===== src/pkg/cp0_regs_pkg.sv =====
// register numbers, field positions and reset values of the capability and debug group
package cp0_regs_pkg;
    // ************************************************************
    // register numbers and selects
    // ************************************************************
    localparam logic [4:0] REG_CONFIG       = 5'h10;
    localparam logic [4:0] REG_LINKED_LOAD_ADDRESS       = 5'h11;
    localparam logic [4:0] REG_DEBUG        = 5'h17;
    localparam logic [2:0] SEL_CAP_THREE    = 3'h3;
    localparam logic [2:0] SEL_CAP_FOUR     = 3'h4;
    localparam logic [2:0] SEL_CAP_FIVE     = 3'h5;
    localparam logic [2:0] SEL_IMPL_CTL     = 3'h7;
    localparam logic [2:0] SEL_ZERO         = 3'h0;
    // ************************************************************
    // field positions
    // ************************************************************
    localparam int CAP_MORE_BIT      = 31;
    localparam int KSCR_LSB          = 16;
    localparam int LINKED_PAIR_BIT   = 13;
    localparam int DUAL_ENDIAN_BIT   = 11;
    localparam int BRK_RESTRICT_BIT  = 6;
    localparam int HIGH_MOVE_BIT     = 5;
    localparam int LINK_VISIBLE_BIT  = 4;
    localparam int NESTED_FAULT_BIT  = 0;
    localparam int CACHE_INIT_BIT    = 18;
    localparam int EXT_SYNC_BIT      = 8;
    localparam int PADDR_LSB         = 5;
    localparam int DBG_DBD_BIT       = 31;
    localparam int DBG_DM_BIT        = 30;
    localparam int DBG_NOSEG_BIT     = 29;
    localparam int DBG_ROUTE_BIT     = 28;
    localparam int DBG_LOWPWR_BIT    = 27;
    localparam int DBG_HALT_BIT      = 26;
    localparam int DBG_VER_LSB       = 15;
    localparam int DBG_CODE_LSB      = 10;
    // ************************************************************
    // reset values
    // ************************************************************
    localparam logic [7:0] KSCR_RESET       = 8'hFC;
    localparam logic       LOWPWR_RESET     = 1'h1;
    localparam logic       HALT_RESET       = 1'h0;
    localparam logic [2:0] DBG_VER_RESET    = 3'h0;
endpackage


===== src/pkg/cp0_sub_if.sv =====
// carrier between the register front end and its linked-load and debug keepers
`timescale 1ns/1ns
interface cp0_sub_if;
    logic        ll_exec;
    logic [31:0] ll_paddr;
    logic        llb_clear;
    logic        ll_wr;
    logic        dbg_exc;
    logic        dmode_exc;
    logic        deret;
    logic        delay_slot;
    logic        low_power;
    logic        bus_run;
    logic [4:0]  exc_code;
    logic        dbg_wr;
    logic [31:0] wdata;
    logic [31:0] ll_word;
    logic [31:0] dbg_word;

    modport front (output ll_exec, ll_paddr, llb_clear, ll_wr, dbg_exc, dmode_exc, deret,
                   delay_slot, low_power, bus_run, exc_code, dbg_wr, wdata,
                   input ll_word, dbg_word);
    modport ll    (input ll_exec, ll_paddr, llb_clear, ll_wr, wdata, output ll_word);
    modport dbg   (input dbg_exc, dmode_exc, deret, delay_slot, low_power, bus_run,
                   exc_code, dbg_wr, wdata, output dbg_word);
endinterface


===== src/cp0_capability_and_debug_regs.sv =====
// system-coprocessor capability, linked-load and debug register group
`timescale 1ns/1ns
// How it works
// - third capability bit 1 reads zero
// - third capability bit 0 reads zero
// - fourth word: bit31 one, reserved bits zero
// - scratch presence field resets to 0xFC
// - fifth word bit 31 reads zero
// - linked-pair absence flag reads zero
// - dual-endian flag reads zero
// - restriction bit traps user breakpoint instruction
// - high-half move support reads one
// - link-bit visible flag reads one
// - nested-fault present flag reads one
// - cache-init flag and unused bits zero
// - externalise-sync bit sends sync to bus
// - linked-load register captures 32-byte address
// - link bit set by load-linked only
// - debug info refreshed on debug exceptions
// - outside debug mode only mode, version valid
// - cause code, halt, low-power update selectively
// - delay-slot flag records last debug exception or exception in debug mode
// - debug-mode flag follows debug mode
// - segment absence flag reports segment presence
// - routing bit steers debug-segment accesses
// - low-power flag captured, resets to one
// - bus-halt flag shows bus clock running
module cp0_capability_and_debug_regs #(
    parameter logic       SEG_ABSENT = 1'h0,
    parameter logic [2:0] DBG_VER    = cp0_regs_pkg::DBG_VER_RESET
) (
    input  wire logic        sys_clk_i,
    input  wire logic        rst_n_i,
    input  wire logic        ce_i,
    input  wire logic        cp0_rd_i,
    input  wire logic        cp0_wr_i,
    input  wire logic [4:0]  cp0_reg_i,
    input  wire logic [2:0]  cp0_sel_i,
    input  wire logic [31:0] cp0_wdata_i,
    output logic      [31:0] cp0_rdata_o,
    output logic             cp0_rvalid_o,
    input  wire logic        ll_exec_i,
    input  wire logic [31:0] ll_paddr_i,
    input  wire logic        llb_clear_i,
    input  wire logic        debug_exc_i,
    input  wire logic        dmode_exc_i,
    input  wire logic        deret_i,
    input  wire logic        delay_slot_i,
    input  wire logic        low_power_i,
    input  wire logic        bus_clk_run_i,
    input  wire logic [4:0]  exc_code_i,
    input  wire logic        software_debug_breakpoint_instr_exec_i,
    input  wire logic        kernel_mode_i,
    input  wire logic        sync_instr_i,
    output logic             software_debug_breakpoint_instr_ri_o,
    output logic             sync_ext_o,
    output logic             debug_mode_o,
    output logic             seg_to_main_o,
    output logic             link_bit_o
);
    // ************************************************************
    // state
    // ************************************************************
    typedef struct packed {
        logic [31:0] rdata;
        logic        rvalid;
        logic        breakpoint_restriction_ctl;
        logic        es;
        logic        software_debug_breakpoint_instr_ri;
        logic        sync_ext;
        logic        dm;
        logic        segment_routing_ctl;
        logic        link_bit;
    } front_state_s;

    front_state_s st_q;
    front_state_s st_d;

    cp0_sub_if sub ();

    logic        hit_cap3;
    logic        hit_cap4;
    logic        hit_cap5;
    logic        hit_impl;
    logic        hit_ll;
    logic        hit_dbg;
    logic [31:0] cap3_word;
    logic [31:0] cap4_word;
    logic [31:0] cap5_word;
    logic [31:0] impl_word;

    // ************************************************************
    // address decode
    // ************************************************************
    assign hit_cap3 = (cp0_reg_i == cp0_regs_pkg::REG_CONFIG)
                   && (cp0_sel_i == cp0_regs_pkg::SEL_CAP_THREE);
    assign hit_cap4 = (cp0_reg_i == cp0_regs_pkg::REG_CONFIG)
                   && (cp0_sel_i == cp0_regs_pkg::SEL_CAP_FOUR);
    assign hit_cap5 = (cp0_reg_i == cp0_regs_pkg::REG_CONFIG)
                   && (cp0_sel_i == cp0_regs_pkg::SEL_CAP_FIVE);
    assign hit_impl = (cp0_reg_i == cp0_regs_pkg::REG_CONFIG)
                   && (cp0_sel_i == cp0_regs_pkg::SEL_IMPL_CTL);
    assign hit_ll   = (cp0_reg_i == cp0_regs_pkg::REG_LINKED_LOAD_ADDRESS)
                   && (cp0_sel_i == cp0_regs_pkg::SEL_ZERO);
    assign hit_dbg  = (cp0_reg_i == cp0_regs_pkg::REG_DEBUG)
                   && (cp0_sel_i == cp0_regs_pkg::SEL_ZERO);

    // ************************************************************
    // read words
    // ************************************************************
    // only the two low bits of the third word belong to this group; the rest read zero
    assign cap3_word = 32'h0000_0000;

    always_comb begin
        cap4_word = 32'h0000_0000;
        cap4_word[cp0_regs_pkg::CAP_MORE_BIT] = 1'h1;
        cap4_word[cp0_regs_pkg::KSCR_LSB +: 8] = cp0_regs_pkg::KSCR_RESET;
    end

    always_comb begin
        cap5_word = 32'h0000_0000;
        cap5_word[cp0_regs_pkg::LINKED_PAIR_BIT]  = 1'h0;
        cap5_word[cp0_regs_pkg::DUAL_ENDIAN_BIT]  = 1'h0;
        cap5_word[cp0_regs_pkg::BRK_RESTRICT_BIT] = st_q.breakpoint_restriction_ctl;
        cap5_word[cp0_regs_pkg::HIGH_MOVE_BIT]    = 1'h1;
        cap5_word[cp0_regs_pkg::LINK_VISIBLE_BIT] = 1'h1;
        cap5_word[cp0_regs_pkg::NESTED_FAULT_BIT] = 1'h1;
    end

    always_comb begin
        impl_word = 32'h0000_0000;
        impl_word[cp0_regs_pkg::CACHE_INIT_BIT] = 1'h0;
        impl_word[cp0_regs_pkg::EXT_SYNC_BIT]   = st_q.es;
    end

    // ************************************************************
    // keepers of the linked-load and debug state
    // ************************************************************
    assign sub.ll_exec    = ll_exec_i;
    assign sub.ll_paddr   = ll_paddr_i;
    assign sub.llb_clear  = llb_clear_i;
    assign sub.ll_wr      = cp0_wr_i && hit_ll;
    assign sub.dbg_exc    = debug_exc_i;
    assign sub.dmode_exc  = dmode_exc_i;
    assign sub.deret      = deret_i;
    assign sub.delay_slot = delay_slot_i;
    assign sub.low_power  = low_power_i;
    assign sub.bus_run    = bus_clk_run_i;
    assign sub.exc_code   = exc_code_i;
    assign sub.dbg_wr     = cp0_wr_i && hit_dbg;
    assign sub.wdata      = cp0_wdata_i;

    linked_load_tracker u_ll (
        .sys_clk_i (sys_clk_i),
        .rst_n_i   (rst_n_i),
        .ce_i      (ce_i),
        .sub       (sub.ll)
    );

    debug_status_capture #(
        .SEG_ABSENT (SEG_ABSENT),
        .DBG_VER    (DBG_VER)
    ) u_dbg (
        .sys_clk_i (sys_clk_i),
        .rst_n_i   (rst_n_i),
        .ce_i      (ce_i),
        .sub       (sub.dbg)
    );

    // ************************************************************
    // next state
    // ************************************************************
    always_comb begin
        st_d          = st_q;
        st_d.rvalid   = 1'h0;
        st_d.software_debug_breakpoint_instr_ri = software_debug_breakpoint_instr_exec_i && !kernel_mode_i && st_q.breakpoint_restriction_ctl;
        st_d.sync_ext = sync_instr_i && st_q.es;
        st_d.dm       = sub.dbg_word[cp0_regs_pkg::DBG_DM_BIT];
        st_d.segment_routing_ctl     = sub.dbg_word[cp0_regs_pkg::DBG_ROUTE_BIT];
        st_d.link_bit      = sub.ll_word[0];
        if (cp0_wr_i) begin
            // of the capability words only the two control bits take writes; linked-load and debug writes go to their keepers
            if (hit_cap5) begin
                st_d.breakpoint_restriction_ctl = cp0_wdata_i[cp0_regs_pkg::BRK_RESTRICT_BIT];
            end
            if (hit_impl) begin
                st_d.es = cp0_wdata_i[cp0_regs_pkg::EXT_SYNC_BIT];
            end
        end
        if (cp0_rd_i) begin
            st_d.rvalid = 1'h1;
            if (hit_cap3) begin
                st_d.rdata = cap3_word;
            end else if (hit_cap4) begin
                st_d.rdata = cap4_word;
            end else if (hit_cap5) begin
                st_d.rdata = cap5_word;
            end else if (hit_impl) begin
                st_d.rdata = impl_word;
            end else if (hit_ll) begin
                st_d.rdata = sub.ll_word;
            end else if (hit_dbg) begin
                st_d.rdata = sub.dbg_word;
            end else begin
                st_d.rdata = 32'h0000_0000;
            end
        end
    end

    always_ff @(posedge sys_clk_i or negedge rst_n_i) begin
        if (!rst_n_i) begin
            st_q <= '0;
        end else if (ce_i) begin
            st_q <= st_d;
        end
    end

    // ************************************************************
    // outputs
    // ************************************************************
    assign cp0_rdata_o   = st_q.rdata;
    assign cp0_rvalid_o  = st_q.rvalid;
    assign software_debug_breakpoint_instr_ri_o    = st_q.software_debug_breakpoint_instr_ri;
    assign sync_ext_o    = st_q.sync_ext;
    assign debug_mode_o  = st_q.dm;
    assign seg_to_main_o = st_q.segment_routing_ctl;
    assign link_bit_o    = st_q.link_bit;
endmodule


===== src/debug_status_capture.sv =====
// upper fields of the debug control/status register
`timescale 1ns/1ns
module debug_status_capture #(
    parameter logic       SEG_ABSENT = 1'h0,
    parameter logic [2:0] DBG_VER    = cp0_regs_pkg::DBG_VER_RESET
) (
    input  wire logic sys_clk_i,
    input  wire logic rst_n_i,
    input  wire logic ce_i,
    cp0_sub_if.dbg    sub
);
    typedef struct packed {
        logic       dbd;
        logic       dm;
        logic       segment_routing_ctl;
        logic       doze;
        logic       halt;
        logic [4:0] dexc;
    } dbg_state_s;

    dbg_state_s st_q;
    dbg_state_s st_d;

    always_comb begin
        st_d = st_q;
        if (sub.dbg_exc) begin
            st_d.dm   = 1'h1;
            st_d.dbd  = sub.delay_slot;
            st_d.doze = sub.low_power;
            st_d.halt = sub.bus_run;
        end else if (sub.dmode_exc && st_q.dm) begin
            st_d.dbd  = sub.delay_slot;
            st_d.dexc = sub.exc_code;
        end else if (sub.deret) begin
            st_d.dm   = 1'h0;
        end else if (sub.dbg_wr && st_q.dm) begin
            // writes outside debug mode are dropped
            st_d.segment_routing_ctl = sub.wdata[cp0_regs_pkg::DBG_ROUTE_BIT];
            st_d.dexc = sub.wdata[cp0_regs_pkg::DBG_CODE_LSB +: 5];
        end
    end

    always_ff @(posedge sys_clk_i or negedge rst_n_i) begin
        if (!rst_n_i) begin
            st_q      <= '0;
            st_q.doze <= cp0_regs_pkg::LOWPWR_RESET;
            st_q.halt <= cp0_regs_pkg::HALT_RESET;
        end else if (ce_i) begin
            st_q <= st_d;
        end
    end

    assign sub.dbg_word = {st_q.dbd, st_q.dm, SEG_ABSENT, st_q.segment_routing_ctl, st_q.doze, st_q.halt,
                           8'h00, DBG_VER, st_q.dexc, 10'h000};
endmodule


===== src/linked_load_tracker.sv =====
// linked-load address register with its link bit
`timescale 1ns/1ns
module linked_load_tracker (
    input  wire logic sys_clk_i,
    input  wire logic rst_n_i,
    input  wire logic ce_i,
    cp0_sub_if.ll     sub
);
    typedef struct packed {
        logic [26:0] paddr;
        logic        link_bit;
    } ll_state_s;

    ll_state_s st_q;
    ll_state_s st_d;

    always_comb begin
        st_d = st_q;
        if (sub.ll_exec) begin
            st_d.paddr = sub.ll_paddr[31:cp0_regs_pkg::PADDR_LSB];
            st_d.link_bit   = 1'h1;
        end else if (sub.llb_clear || (sub.ll_wr && !sub.wdata[0])) begin
            st_d.link_bit   = 1'h0;
        end
    end

    always_ff @(posedge sys_clk_i or negedge rst_n_i) begin
        if (!rst_n_i) begin
            st_q <= '0;
        end else if (ce_i) begin
            st_q <= st_d;
        end
    end

    assign sub.ll_word = {4'h0, st_q.paddr, st_q.link_bit};
endmodule

===== config.mk =====
export PLATFORM = sky130hd
export DESIGN_NAME = cp0_capability_and_debug_regs
export DESIGN_NICKNAME = d
export VERILOG_FILES = /design/src/pkg/cp0_regs_pkg.sv /design/src/pkg/cp0_sub_if.sv /design/src/cp0_capability_and_debug_regs.sv /design/src/debug_status_capture.sv /design/src/linked_load_tracker.sv
export SDC_FILE = /design/constraint.sdc
export NUM_CORES = 1
export LEC_CHECK = 0
export BUFFER_PORTS_ARGS = -buffer_cell sky130_fd_sc_hd__buf_4
export CAP_MARGIN = 0
export CORE_MARGIN = 5
export CORE_UTILIZATION = 46
export CTS_CLUSTER_DIAMETER = 60
export DETAILED_ROUTE_END_ITERATION = 16
export GPL_TIMING_DRIVEN = 1
export PLACE_DENSITY = 0.77
export SETUP_SLACK_MARGIN = 0.3
export SYNTH_ARGS = -nofsm -noshare
export SYNTH_HDL_FRONTEND = slang
export SYNTH_HIERARCHICAL = 1
export SYNTH_SLANG_ARGS = --single-unit

===== constraint.sdc =====
create_clock -name sys_clk_i -period 1.2 [get_ports sys_clk_i]
set_input_delay 0.24 -clock sys_clk_i [delete_from_list [all_inputs] [get_ports sys_clk_i]]
set_output_delay 0.24 -clock sys_clk_i [all_outputs]
set_load 0.005 [all_outputs]

==> impl_metrics.csv <==
group,metric,value,unit
clock_network,htree_num_levels,3,
power_and_ir_drop,intPower,0.00469,W
die,die-area,0.0103,mm^2
timing,setup_viol,41,
power_and_ir_drop,pwr-share-comb,16.5,%
logic_synthesis,synth_top_area_share,50.2,%
die,coreArea,0.00818,mm^2
clock_network,cts.sinks,78,
placement,finalWeightedCongestion,0.827,
clock_network,numCtsBuffers,9,
clock_network,clockBufferDepth,2,
critical_path,critical_path.cell_chain,"buf_6 > or4b_4 > nor3b_4 > and2_1 > nor2b_4 > o211a_4 > mux2_4",
finish,syn2layout_area_growth,51.2,%
route,drtIter0Drc,63,
die,row_count,33,
clock_network,clk_pin_slew,0.09,ns
logic_synthesis,async_flop_share,100,%
die,die_x,101,um
die,initial_utilization,47.0,%
critical_path,cp-start-kind,"input pin",
finish,n_fill_cell,579,
logic_synthesis,synth_cell_types,43,
timing,max_slew.worst_pin.slew,0.482,ns
logic_synthesis,synth-seq-cells,78,
power_and_ir_drop,powerDensity,1080,mW/mm^2
critical_path,crit_family,"simple AND/OR/NAND/NOR gates",
power_and_ir_drop,clockPowerShare,35.2,%
power_and_ir_drop,p_seq_share,48.3,%
logic_synthesis,syn_area,0.00384,mm^2
route,dr.pass1.iters,4,
global_routing,grt_start_max_net_pins,30,
critical_path,slowest_delay,0.56,ns
route,viasPerCell,5.10,
logic_synthesis,synth-edff-count,0,
logic_synthesis,syn_inst,332,
critical_path,cp-end-kind,"flip-flop",
critical_path,required,1.43,ns
critical_path,slowest_stage,"or4b_4",
logic_synthesis,synth.area.top_cells,"dfrtp_1 50%, mux2_4 9.4%, mux2_2 6.5%, buf_4 5.1%, a22oi_1 4.7%",
route,routed_wl,10200,um
run_status,status,"complete, but fails checks",
timing,rsz0062_at_grt,"yes",
logic_synthesis,ys_seq_area_share,50.9,%
critical_path,critical_path_arrival,1.94,ns
finish,multi_input_area,0.00182,mm^2
clock_network,root_buffer,"clkbuf_8",
logic_synthesis,yosys_warnings,6,
run_status,violations,"negative setup slack",
timing,fin_skew,0.0114,ns
route,wl_per_cell,16.6,um
finish,final_cells,614,
critical_path,critPathKind,"input pin to flip-flop",
finish,diodes,0,
power_and_ir_drop,p_leak,2.79,nW
logic_synthesis,netlist.top_cell.by_area,"dfrtp_1",
logic_synthesis,synth-main-ff-cell,"dfrtp_1",
timing,fmax,0.586,GHz
power_and_ir_drop,swShare,24.9,%
global_routing,grt_pass1_wl,15800,um
critical_path,cp.buffers_inverters,1,
die,pin_count,131,
timing,period_needed,1.71,ns
timing,relSlewSlack,67.0,%
power_and_ir_drop,p_sw,0.00156,W
route,drc,0,
global_routing,antenna_found_initial,0,
job,max_cap_viol_count,0,
timing,fin_ws,-0.507,ns
finish,fin_area,0.00580,mm^2
placement,dpl.cell_count,549,
logic_synthesis,syn_avg_cell_area,11.6,um^2
global_routing,grt_pass1_vias,3255,
power_and_ir_drop,irDropWorstVdd,626,uV
route,drtAntennaViolNets,0,
clock_network,cts_tree,"yes",
timing,period_share,142,%
placement,io_buffers,102,
timing,slew_violations,0,
die,die_h,101,um
placement,dpl-instance-area,0.00487,mm^2
finish,layout-drive-gt1-share,52.5,%
placement,dpl.hpwl,6710,um
timing,finalHoldViolCount,0,
finish,final_nets,597,
global_routing,overflow,0,
min_path,hold_path.class,"input pin to flip-flop",
finish,regArea,0.00195,mm^2
clock_network,clk_latency,0.35,ns
critical_path,crit_fanout,5,
global_routing,grtUsageTotal,19.9,%
route,num_vias,3134,
## synthesized netlist by cell type, types with 4 or more instances
master and n:
o21ai_0 12, a22oi_1 24, clkbuf_1 8, a21o_1 6, nor2_1 5, a22o_1 9
buf_4 26, buf_2 6, dfrtp_1 77, a21oi_1 11, o21ai_1 19, nand2_1 37
mux2_4 24, mux2_2 22, and2_1 4, inv_1 4
## worst paths after layout
path / slack, ns / to / startpoint / cells after the start
min reg2reg: 0.51 / u_ll/sub.ll_word[5]$_DFFE_PN0P_ / u_ll/sub.ll_word[5]$_DFFE_PN0P_ / 1
min: 0.11 / u_ll/sub.ll_word[3]$_DFFE_PN0P_ / ll_paddr_i[7] / 2
max: -0.51 / u_dbg/sub.dbg_word[12]$_DFFE_PN0P_ / cp0_sel_i[2] / 7
max in group asynchronous: 0.38 / cp0_rdata_o[1]$_DFFE_PN0P_ / rst_n_i / 3
max reg2reg: -0.15 / u_dbg/sub.dbg_word[12]$_DFFE_PN0P_ / u_dbg/sub.dbg_word[30]$_DFFE_PN0P_ / 3
min in group asynchronous: 0.33 / software_debug_breakpoint_instr_ri_o$_DFFE_PN0P_ / rst_n_i / 2
## power groups by stage
stage                     Combinational, W  Sequential [W]  Clock (W)
after detailed placement          0.000921         0.00306          0
after CTS                         0.000992         0.00302    0.00223
after floorplan                   0.000578         0.00301          0
after global placement            0.000896         0.00306          0
final                              0.00103         0.00302    0.00220
after global routing               0.00112         0.00305    0.00235
## state kept, by name, summed over array words and instances, names as in the netlist
| name | flops |
|---|---|
| u_dbg/sub.dbg_word | 10 |
| software_debug_breakpoint_instr_ri_o | 1 |
| impl_word | 1 |
| link_bit_o | 1 |
| debug_mode_o | 1 |
| sync_ext_o | 1 |
| cp0_rdata_o | 32 |
| cp0_rvalid_o | 1 |
| seg_to_main_o | 1 |
| cap5_word | 1 |
| u_ll/sub.ll_word | 28 |
## metrics by stage
step | util (%) | worst slack, ns | setup TNS (ns) | hold slack [ns] | total power, W
3_5_place_dp | 59.5 | -0.869 | -25.14 | 0.167 | 0.00399
3_3_place_gp | 59.5 | -0.858 | -24.48 | 0.163 | 0.00395
5_1_grt | 71.0 | -0.550 | -13.33 | 0.0889 | 0.00652
6_report | 71.0 | -0.507 | -11.88 | 0.109 | 0.00626
4_1_cts | 68.4 | -0.493 | -8.60 | 0.0938 | 0.00624
2_1_floorplan | - | -0.865 | -17.27 | -0.0556 | 0.00359
## cell type report
type	count	area share, %
clock inverter	7	1.68
tap	105	2.26
clock buffer	9	2.13
multi-input combinational	231	31.3
inverter	4	0.259
timing repair buffer	180	28.7
sequential	78	33.6
## metal layers
| layer | part of all wire, % | vias up | GRT usage [%] |
|---|---|---|---|
| li1 | - | 1484 | - |
| met1 | 41 | 1533 | 24.2 |
| met2 | 51 | 95 | 35.6 |
| met3 | 4.9 | 22 | 2.69 |
| met4 | 3.0 | 0 | 8.28 |
| met5 | 0 | - | 0 |
## cells in the final DEF (no fill, tap or decap), drive strengths merged, types with 3 or more instances in the layout
cell / Yosys / final
dfrtp: 77 / 77
inv: 4 / 5
a21o: 6 / 6
and2: 4 / 4
conb: 2 / 26
nand3: 3 / 3
nor2: 5 / 5
a22o: 9 / 9
nor2b: 3 / 3
a22oi: 24 / 24
buf: 35 / 177
nand2: 39 / 39
o21ai: 31 / 31
clkbuf: 8 / 10
mux2: 46 / 46
o211ai: 3 / 3
a21oi: 11 / 11
nand2b: 3 / 3
## kinds of logic after synthesis
logic type | after synthesis | share of synthesized area (%)
and+or+nand+nor | 68 | 9.48
muxes | 46 | 15.8
AOI/OAI and AO/OA | 91 | 15.9
buffers and inverters | 47 | 7.72
other | 2 | 0.196
DFF | 78 | 50.9
## repair_timing
item | 4_1_cts | 5_1_grt
gates resized for setup | 67 | 14
cloned | 4 | 1
hold buffers | 1 | 0
hold endpoints to repair | 20 | 0
endpoints found under the setup margin | 80 | 81
setup buffers | 25 | 18
pin swaps | 13 | 11
(Power assumes the default switching activity.)
